--- config.mk ---
export PLATFORM = sky130hd
export DESIGN_NAME = cxp_expander
export DESIGN_NICKNAME = d
export VERILOG_FILES = /design/src/rtl/cxp_pkg.sv /design/src/rtl/cxp_fields_if.sv /design/src/rtl/cxp_field_extract.sv /design/src/rtl/cxp_expander.sv
export SDC_FILE = /design/constraint.sdc
export NUM_CORES = 1
export LEC_CHECK = 0
export ABC_CLOCK_PERIOD_IN_PS = 1200
export BUFFER_PORTS_ARGS = -buffer_cell sky130_fd_sc_hd__buf_2
export CAP_MARGIN = 20
export CELL_PAD_IN_SITES_DETAIL_PLACEMENT = 1
export CELL_PAD_IN_SITES_GLOBAL_PLACEMENT = 2
export CORE_UTILIZATION = 26
export DETAILED_ROUTE_END_ITERATION = 8
export HOLD_SLACK_MARGIN = 0.08
export PLACE_DENSITY = 0.81
export SLEW_MARGIN = 5
export SYNTH_ARGS = -nofsm -noshare
export SYNTH_HDL_FRONTEND = slang
export SYNTH_SLANG_ARGS = --single-unit
--- constraint.sdc ---
create_clock -name core_clk -period 1.2 [get_ports core_clk]
set_input_delay 0.06 -clock core_clk [delete_from_list [all_inputs] [get_ports core_clk]]
set_output_delay 0.06 -clock core_clk [all_outputs]
set_load 0.05 [all_outputs]
--- src/rtl/cxp_pkg.sv ---
// constants and types shared by the compressed expander
package cxp_pkg;
  // opcode quadrants held in the two lowest bits
  localparam logic [1:0] QUAD0 = 2'h0;
  localparam logic [1:0] QUAD1 = 2'h1;
  localparam logic [1:0] QUAD2 = 2'h2;
  localparam logic [1:0] QUAD_FULL = 2'h3;
  // compact function_code_3bit values
  localparam logic [2:0] F3_WIDE = 3'h0;
  localparam logic [2:0] F3_QUAD_DBLF = 3'h1;
  localparam logic [2:0] F3_WORD = 3'h2;
  localparam logic [2:0] F3_DBL_SGLF = 3'h3;
  localparam logic [2:0] F3_MISC = 3'h4;
  localparam logic [2:0] F3_ST_QUAD_DBLF = 3'h5;
  localparam logic [2:0] F3_ST_WORD = 3'h6;
  localparam logic [2:0] F3_ST_DBL_SGLF = 3'h7;
  // full-width major opcodes
  localparam logic [6:0] OPC_LOAD = 7'h03;
  localparam logic [6:0] OPC_LOAD_FP = 7'h07;
  localparam logic [6:0] OPC_MISC_MEM = 7'h0F;
  localparam logic [6:0] OPC_OP_IMM = 7'h13;
  localparam logic [6:0] OPC_STORE = 7'h23;
  localparam logic [6:0] OPC_STORE_FP = 7'h27;
  // full-width function codes
  localparam logic [2:0] BF3_ADD = 3'h0;
  localparam logic [2:0] BF3_WORD = 3'h2;
  localparam logic [2:0] BF3_DOUBLE = 3'h3;
  localparam logic [2:0] BF3_QUAD_LD = 3'h2;
  localparam logic [2:0] BF3_QUAD_ST = 3'h4;
  // registers and field positions
  localparam logic [4:0] REG_ZERO = 5'h00;
  localparam logic [4:0] REG_SP = 5'h02;
  localparam logic [1:0] COMPACT_HI = 2'h1;
  localparam int CMP_FIELD_LSB = 2;
  localparam int CMP_FIELD_STEP = 5;
  localparam int SIGN_BIT = 12;
  localparam logic [31:0] INST_RESET = 32'h0000_0000;
  // base widths
  localparam int XLEN_NARROW = 32;
  localparam int XLEN_WIDE = 64;
  localparam int XLEN_QUAD = 128;

  typedef enum logic [3:0] {
    LAY_REG = 4'h0,
    LAY_IMM = 4'h1,
    LAY_SSTORE = 4'h2,
    LAY_WIDE = 4'h3,
    LAY_LOAD = 4'h4,
    LAY_STORE = 4'h5,
    LAY_ARITH = 4'h6,
    LAY_BRANCH = 4'h7,
    LAY_JUMP = 4'h8,
    LAY_NONE = 4'h9
  } cxp_layout_t;

  typedef enum logic [1:0] {
    SZ_WORD = 2'h0,
    SZ_DOUBLE = 2'h1,
    SZ_QUAD = 2'h2
  } cxp_size_t;
endpackage : cxp_pkg

--- src/rtl/cxp_fields_if.sv ---
// decoded fields passed from the field extractor to the expander
`timescale 1ns/10ps
`default_nettype none
interface cxp_fields_if;
  logic [15:0] inst;
  cxp_pkg::cxp_layout_t layout;
  logic [1:0][4:0] cmpReg;
  logic [31:0] signImm;
  logic [2:0][11:0] ldOff;
  logic [2:0][11:0] stOff;
  logic [11:0] wideImm;
  modport producer(input inst, output layout, cmpReg, signImm, ldOff, stOff, wideImm);
  modport consumer(output inst, input layout, cmpReg, signImm, ldOff, stOff, wideImm);
endinterface : cxp_fields_if
`default_nettype wire

--- src/rtl/cxp_field_extract.sv ---
// layout recognition, compact registers and offset unscrambling
`timescale 1ns/10ps
`default_nettype none
module cxp_field_extract #(
  parameter int XLEN = 32
) (
  cxp_fields_if.producer fld
);
  logic [15:0] i;
  assign i = fld.inst;

  // compact fields name x8..x15 / f8..f15
  for (genvar g = 0; g < 2; g++) begin : g_cmp
    assign fld.cmpReg[g] = {cxp_pkg::COMPACT_HI, i[cxp_pkg::CMP_FIELD_LSB + g * cxp_pkg::CMP_FIELD_STEP +: 3]};
  end

  assign fld.signImm = {{26{i[cxp_pkg::SIGN_BIT]}}, i[cxp_pkg::SIGN_BIT], i[6:2]};

  assign fld.ldOff[cxp_pkg::SZ_WORD] = {4'h0, i[3:2], i[12], i[6:4], 2'h0};
  assign fld.ldOff[cxp_pkg::SZ_DOUBLE] = {3'h0, i[4:2], i[12], i[6:5], 3'h0};
  assign fld.ldOff[cxp_pkg::SZ_QUAD] = {2'h0, i[5:2], i[12], i[6], 4'h0};
  assign fld.stOff[cxp_pkg::SZ_WORD] = {4'h0, i[8:7], i[12:9], 2'h0};
  assign fld.stOff[cxp_pkg::SZ_DOUBLE] = {3'h0, i[9:7], i[12:10], 3'h0};
  assign fld.stOff[cxp_pkg::SZ_QUAD] = {2'h0, i[10:7], i[12:11], 4'h0};
  assign fld.wideImm = {2'h0, i[10:7], i[12:11], i[5], i[6], 2'h0};

  always_comb begin
    fld.layout = cxp_pkg::LAY_NONE;
    case (i[1:0])
      cxp_pkg::QUAD0: begin
        if (i[15:13] == cxp_pkg::F3_WIDE) begin
          fld.layout = cxp_pkg::LAY_WIDE;
        end else if (i[15:13] == cxp_pkg::F3_MISC) begin
          fld.layout = cxp_pkg::LAY_NONE;
        end else if (i[15]) begin
          fld.layout = cxp_pkg::LAY_STORE;
        end else begin
          fld.layout = cxp_pkg::LAY_LOAD;
        end
      end
      cxp_pkg::QUAD1: begin
        case (i[15:13])
          3'h1: fld.layout = (XLEN == cxp_pkg::XLEN_NARROW) ? cxp_pkg::LAY_JUMP : cxp_pkg::LAY_IMM;
          3'h4: fld.layout = (i[11:10] == 2'h3) ? cxp_pkg::LAY_ARITH : cxp_pkg::LAY_BRANCH;
          3'h5: fld.layout = cxp_pkg::LAY_JUMP;
          3'h6, 3'h7: fld.layout = cxp_pkg::LAY_BRANCH;
          default: fld.layout = cxp_pkg::LAY_IMM;
        endcase
      end
      cxp_pkg::QUAD2: begin
        if (i[15:13] == cxp_pkg::F3_MISC) begin
          fld.layout = cxp_pkg::LAY_REG;
        end else if (i[15]) begin
          fld.layout = cxp_pkg::LAY_SSTORE;
        end else begin
          fld.layout = cxp_pkg::LAY_IMM;
        end
      end
      default: fld.layout = cxp_pkg::LAY_NONE;
    endcase
  end
endmodule : cxp_field_extract
`default_nettype wire

--- src/rtl/cxp_expander.sv ---
// stack-pointer load/store and wide-immediate expander, one-cycle registered
`timescale 1ns/10ps
`default_nettype none
module cxp_expander #(
  parameter int XLEN = 32,
  parameter bit HAS_F = 1'b1,
  parameter bit HAS_D = 1'b1
) (
  input wire logic core_clk,
  input wire logic rstn,
  input wire logic inValid,
  input wire logic [15:0] inst,
  output logic outValid,
  output logic outHandled,
  output logic outIllegal,
  output logic [31:0] outInst,
  output logic [31:0] outImm,
  output cxp_pkg::cxp_layout_t outLayout
);
  cxp_fields_if fld();
  assign fld.inst = inst;

  cxp_field_extract #(
    .XLEN(XLEN)
  ) u_fields (
    .fld(fld)
  );

  logic outValid_reg;
  logic outHandled_reg;
  logic outIllegal_reg;
  logic [31:0] outInst_reg;
  logic [31:0] outImm_reg;
  cxp_pkg::cxp_layout_t outLayout_reg;
  logic handled_next;
  logic illegal_next;
  logic [31:0] inst_next;

  function automatic logic [31:0] itype(input logic [11:0] imm, input logic [4:0] base, input logic [2:0] f3,
                                        input logic [4:0] rd, input logic [6:0] opc);
    itype = {imm, base, f3, rd, opc};
  endfunction : itype

  function automatic logic [31:0] stype(input logic [11:0] imm, input logic [4:0] src, input logic [4:0] base,
                                        input logic [2:0] f3, input logic [6:0] opc);
    stype = {imm[11:5], src, base, f3, imm[4:0], opc};
  endfunction : stype

  logic [4:0] fullDest;
  logic [4:0] fullSrc2;
  logic destZero;
  logic isWide;
  logic isQuad;
  assign fullDest = inst[11:7];
  assign fullSrc2 = inst[6:2];
  assign destZero = (fullDest == cxp_pkg::REG_ZERO);
  assign isWide = (XLEN >= cxp_pkg::XLEN_WIDE);
  assign isQuad = (XLEN == cxp_pkg::XLEN_QUAD);

  always_comb begin
    handled_next = 1'b0;
    illegal_next = 1'b0;
    inst_next = cxp_pkg::INST_RESET;
    if (inst[1:0] == cxp_pkg::QUAD2) begin
      case (inst[15:13])
        cxp_pkg::F3_WORD: begin
          handled_next = 1'b1;
          if (destZero) begin
            illegal_next = 1'b1;
          end else begin
            inst_next = itype(fld.ldOff[cxp_pkg::SZ_WORD], cxp_pkg::REG_SP, cxp_pkg::BF3_WORD, fullDest,
                              cxp_pkg::OPC_LOAD);
          end
        end
        cxp_pkg::F3_DBL_SGLF: begin
          handled_next = 1'b1;
          if (isWide) begin
            illegal_next = destZero;
            inst_next = destZero ? cxp_pkg::INST_RESET : itype(fld.ldOff[cxp_pkg::SZ_DOUBLE], cxp_pkg::REG_SP,
                                                               cxp_pkg::BF3_DOUBLE, fullDest, cxp_pkg::OPC_LOAD);
          end else if (HAS_F) begin
            inst_next = itype(fld.ldOff[cxp_pkg::SZ_WORD], cxp_pkg::REG_SP, cxp_pkg::BF3_WORD, fullDest,
                              cxp_pkg::OPC_LOAD_FP);
          end else begin
            illegal_next = 1'b1;
          end
        end
        cxp_pkg::F3_QUAD_DBLF: begin
          handled_next = 1'b1;
          if (isQuad) begin
            illegal_next = destZero;
            inst_next = destZero ? cxp_pkg::INST_RESET : itype(fld.ldOff[cxp_pkg::SZ_QUAD], cxp_pkg::REG_SP,
                                                               cxp_pkg::BF3_QUAD_LD, fullDest, cxp_pkg::OPC_MISC_MEM);
          end else if (HAS_D) begin
            inst_next = itype(fld.ldOff[cxp_pkg::SZ_DOUBLE], cxp_pkg::REG_SP, cxp_pkg::BF3_DOUBLE, fullDest,
                              cxp_pkg::OPC_LOAD_FP);
          end else begin
            illegal_next = 1'b1;
          end
        end
        cxp_pkg::F3_ST_WORD: begin
          handled_next = 1'b1;
          inst_next = stype(fld.stOff[cxp_pkg::SZ_WORD], fullSrc2, cxp_pkg::REG_SP, cxp_pkg::BF3_WORD,
                            cxp_pkg::OPC_STORE);
        end
        cxp_pkg::F3_ST_DBL_SGLF: begin
          handled_next = 1'b1;
          if (isWide) begin
            inst_next = stype(fld.stOff[cxp_pkg::SZ_DOUBLE], fullSrc2, cxp_pkg::REG_SP, cxp_pkg::BF3_DOUBLE,
                              cxp_pkg::OPC_STORE);
          end else if (HAS_F) begin
            inst_next = stype(fld.stOff[cxp_pkg::SZ_WORD], fullSrc2, cxp_pkg::REG_SP, cxp_pkg::BF3_WORD,
                              cxp_pkg::OPC_STORE_FP);
          end else begin
            illegal_next = 1'b1;
          end
        end
        cxp_pkg::F3_ST_QUAD_DBLF: begin
          handled_next = 1'b1;
          if (isQuad) begin
            inst_next = stype(fld.stOff[cxp_pkg::SZ_QUAD], fullSrc2, cxp_pkg::REG_SP, cxp_pkg::BF3_QUAD_ST,
                              cxp_pkg::OPC_STORE);
          end else if (HAS_D) begin
            inst_next = stype(fld.stOff[cxp_pkg::SZ_DOUBLE], fullSrc2, cxp_pkg::REG_SP, cxp_pkg::BF3_DOUBLE,
                              cxp_pkg::OPC_STORE_FP);
          end else begin
            illegal_next = 1'b1;
          end
        end
        default: handled_next = 1'b0;
      endcase
    end else if (inst[1:0] == cxp_pkg::QUAD0 && inst[15:13] == cxp_pkg::F3_WIDE) begin
      handled_next = 1'b1;
      // sp add of wide immediate; zero immediate reserved
      if (fld.wideImm == 12'h000) begin
        illegal_next = 1'b1;
      end else begin
        inst_next = itype(fld.wideImm, cxp_pkg::REG_SP, cxp_pkg::BF3_ADD, fld.cmpReg[0], cxp_pkg::OPC_OP_IMM);
      end
    end
  end

  always_ff @(posedge core_clk or negedge rstn) begin
    if (!rstn) begin
      outValid_reg <= 1'b0;
    end else begin
      outValid_reg <= inValid;
    end
  end

  always_ff @(posedge core_clk or negedge rstn) begin
    if (!rstn) begin
      outHandled_reg <= 1'b0;
      outIllegal_reg <= 1'b0;
      outInst_reg <= cxp_pkg::INST_RESET;
    end else if (inValid) begin
      outHandled_reg <= handled_next;
      outIllegal_reg <= illegal_next;
      outInst_reg <= inst_next;
    end
  end

  always_ff @(posedge core_clk or negedge rstn) begin
    if (!rstn) begin
      outImm_reg <= cxp_pkg::INST_RESET;
      outLayout_reg <= cxp_pkg::LAY_NONE;
    end else if (inValid) begin
      outImm_reg <= fld.signImm;
      outLayout_reg <= fld.layout;
    end
  end

  assign outValid = outValid_reg;
  assign outHandled = outHandled_reg;
  assign outIllegal = outIllegal_reg;
  assign outInst = outInst_reg;
  assign outImm = outImm_reg;
  assign outLayout = outLayout_reg;

  // helper decode of the previous request, read only by the checks below
  logic [15:0] instPrev_reg;
  always_ff @(posedge core_clk or negedge rstn) begin
    if (!rstn) begin
      instPrev_reg <= 16'h0000;
    end else begin
      instPrev_reg <= inst;
    end
  end

  logic prevQ2;
  assign prevQ2 = (instPrev_reg[1:0] == cxp_pkg::QUAD2);
endmodule : cxp_expander
`default_nettype wire

# [Yosys cells after proc, flatten, opt, wreduce, memory -nomap -nowiden]
# Cells that the tools add are included.
[totals] regBits=45 inputBits=19 output_inout_bits=71 elab_cells=45
[classes] n_reduce_logical=8 n_eq_ne=10 n_mux=21
[ops] cell="$pmux 29 s6" count=1
[ops] cell="$mux 30" count=2
[ops] cell="$mux 32" count=1
[ops] cell="$mux 28" count=1
[ops] cell="$pmux 4 s3" count=2
[ops] cell="$eq 3x3->1 const B" count=4
[ops] cell="$logic_not 12->1" count=1
[ops] cell="$mux 4" count=3
[ops] cell="$mux 1" count=10
[ops] cell="$eq 3x2->1 const B" count=2
[ops] cell="$reduce_or 6->1" count=1
[ops] cell="$logic_not 5->1" count=1
[ops] cell="$eq 2x2->1 const B" count=2
[ops] cell="$reduce_or 2->1" count=2
[ops] cell="$eq 3x1->1 const B" count=1
[ops] cell="$logic_not 3->1" count=1
[ops] cell="$eq 2x1->1 const B" count=1
[ops] cell="$logic_not 2->1" count=1
[ops] cell="$mux 2" count=1
[ops] cell="$logic_and 1x1->1" count=1

# [Longest topological paths before layout]
[logic_depth] depth_word=4 mapped_depth=5 depth_no_buf=4

# [By module]
# A second synthesis with hierarchy kept.
[unflattened] cells_unflattened=391 hier_area_um2=4032.6
[by_module_without_submodules] module="cxp_expander" area_per_inst_um2=2939.1 seq_area_each_um2=1554.0 cells_per_inst=242 instances=1
[by_module_without_submodules] module="cxp_field_extract" area_per_inst_um2=1093.5 seq_area_each_um2=0.0 cells_per_inst=149 instances=1

# [Worst setup path after synthesis]
# OpenSTA, ideal clock, no wires.
[synth_path] path_type="flip-flop to output port" from="reg outImm[5] (netlist name)" to="out outImm[10]" required_time_ns=1.140 setup_slack_ns=-0.192 n_path_buf=1 arrival_time_ns=1.332 stages_incl_launch_ff=2 path_cell_list="dfrtp_1 > buf_4"
[synth_rtl] element="to (decl)" line_no="cxp_expander.sv:17" source="output logic [31:0] outImm,"
# No word-level cell between the ends.

# [Worst setup path after layout]
[layout_path] from="reg outImm[5] (netlist name)" to="out outImm[9]"
# No word-level cell between the ends.

==> impl_metrics.csv <==
group,metric,value,unit
global_route,use_met2,21.63,%
power_and_ir_drop,ir_drop,0.3812,mV
layout,antenna_cells,0,
cts,tritoncts,"done",
yosys,ys_types,39,
setup_path,crit_start,"outImm[5]",
global_route,track_usage,13.91,%
cts,htree_levels,2,
layout,final_layout_size_suffix_gt1_share,42.07,%
die,pin_count,90,
cts,worst_setup_hold_path_clk_slew,80,ps
timing,drv_slew,0,
die,die_w,88.03,um
yosys,async_flop_share,100.0,%
timing,finalSetupViolations,0,
timing,timing_hold_violations_final,0,
cts,clock_sinks,34,
hold_path,hp-class,"input pin to flop",
power_and_ir_drop,leakagePower,1.252,nW
setup_path,cpMaxStageDelayCell,"dfrtp_2",
global_route,antenna_found_initial,0,
setup_path,crit_chain,"buf_4, buf_2",
layout,largest_register_ffs,21,
die,die_h,88.03,um
yosys,synth_edf_count,0,
layout,fin_util,36.31,%
power_and_ir_drop,power.density,1347,nW/um2
layout,final_nets,308,
setup_path,path_class,"flop to output port",
setup_path,timing.rr.start,"outInst[22]",
yosys,syn_avg_cell_area,9.207,um2
timing,hold_slack,86.46,ps
global_route,met3_usage,3.864,%
global_route,overflow,0,
die,fp-row-count,30,
hold_path,holdCritStartpoint,"inValid",
yosys,synth_commonest_cells,"buf_4, dfrtp_1, nand2_1, nor2_1, inv_1",
cts,cts_root_buffer,"clkbuf_8",
drt,wl_per_cell,13.53,um
place,io_buffer_count,80,
cts,cts_buffers,5,
drt,drc,0,
place,dpl_cell_area,2310,um2
yosys,ys_top_cells_by_area,"dfrtp_1, buf_4, o21ai_0, nand2_1, nor2_1",
layout,area_delta_synth_final,31.73,%
cts,clockBufferDepth,2,
die,die_area,7749,um2
drt,drt_first_iter_violations,52,
cts,clock_latency,290,ps
run_status,outcome,"finished, final reports clean",
global_route,grt_pass1_vias,1658,
setup_path,crit_arrival,1090,ps
yosys,ys_seq_area_share,44.34,%
yosys,ys.flop_type,"dfrtp_1",
timing,finalSetupTns,0,ps
timing,rsz0062_at_grt,"true",
timing,fin_crit_sh,95.99,%
setup_path,cp_slowest_stage_delay,360,ps
setup_path,crit_path_end_kind,"output port",
flow_run,maxCapViolCount,0,
setup_path,required,1140,ps
die,core-area,6982,um2
timing,timing.final.crit_period,1152,ps
drt,vias,1710,
global_route,use_met1,19.23,%
yosys,syn_inst,209,
setup_path,path_max_fanout,14,
yosys,yosysMostFrequentCell,"buf_4",
drt,dr.pass1.iters,4,
die,start_util,27.56,%
layout,final_area,2535,um2
global_route,busiest_layer,"met2",
drt,wirelength,5223,um
place,globalplace.congestion,0.7866,
yosys,synth.top_cell.area_share,41.61,%
timing,timing.fmax,868.1,MHz
place,place_hpwl,4064,um
yosys,ys_ff_latch,34,
setup_path,startpoint_type,"flop",
power_and_ir_drop,totalPowerFinal,0.003413,W
timing,fin_skew,0,ps
yosys,syn_area,1924,um2
drt,vias_per_cell,4.430,
global_route,grt_pass1_wl,8307,um
yosys,yosys_warnings,0,
global_route,grt_max_degree,22,
drt,ant_nets,0,
layout,nFillCells,853,
yosys,yosys.area.top_type,"dfrtp_1",
[power by group]
group	internal [W]	switching, W
Sequential	0.00123	0.0000416
Combinational	0.000292	0.000949
Clock	0.000461	0.000438
Total	0.00198	0.00143
[metal layers]
layer  share of wire, %  up-vias
met4               0.90        0
met3                5.5        5
met5                  0        -
met2                 46       50
met1                 48      823
li1                   -      832
[cell families (layout without fill, tap and decap cells)]
family / Yosys count / count (layout) / share of synthesized area (%)
muxes: 3 / 3 / 1.755
buffers and inverters: 62 / 135 / 20.48
AOI/OAI and AO/OA: 49 / 49 / 16.52
xor gates and xnor gates: 2 / 2 / 0.9104
DFF: 34 / 34 / 44.34
other: 1 / 9 / 0.1949
and+or+nand+nor: 58 / 58 / 15.80
[path summary, 6_finish.rpt]
kind,endpoint,slack [ps],cells past startpoint
worst max-delay path,outImm[9],50,2
worst min-delay path,outIllegal,90,3
worst max register to register,outInst[22],340,3
worst min register to register,outInst[13],490,2
max in group asynchronous,outLayout[3],490,3
min in group asynchronous,outImm[0],210,2
[critical path, delay by kind of cell, from the launching register on]
kind                   cells  cell delay, ps
buffers and inverters      2             440
DFF                        1             360
[final cells by class]
cell class | count | area [um2] | share of cell area [%]
flip-flops and latches | 34 | 854.6 | 33.71
multi-input cells | 121 | 706.9 | 27.89
repair buffers | 113 | 705.7 | 27.84
well taps | 96 | 120.1 | 4.738
clock buffers | 6 | 82.58 | 3.258
inverters | 14 | 52.55 | 2.073
clock inverters | 2 | 12.51 | 0.4936
[cell usage in the layout (no fill, tap or decap), types with 5 or more instances in the layout]
| cell type | n |
|---|---|
| buf_2 | 78 |
| dfrtp_1 | 31 |
| buf_4 | 21 |
| nand2_1 | 16 |
| nor2_1 | 15 |
| inv_1 | 13 |
| o21ai_0 | 12 |
| dlygate4sd3_1 | 11 |
| a21oi_1 | 10 |
| conb_1 | 9 |
| nand3_1 | 8 |
| a31oi_1 | 7 |
| o211ai_1 | 6 |
| clkbuf_8 | 6 |
| nor3_1 | 5 |
[repair_timing]
item / in CTS / in global routing
hold buffers: 11 / 0
endpoints found under the hold margin: 45 / 0
gates resized for setup: 1 / 1
setup buffers: 2 / 0
setup endpoints to repair: 27 / 9
[per-stage QoR]
step | cells | setup WS (ps)
finish | 386 | 48.07
global route | 386 | -10.43
CTS | 386 | 33.44
detailed placement | 365 | -47.43
global placement | 365 | 25.90
floorplan | 217 | 128.9
No activity file was read; power rests on OpenSTA's default activity.
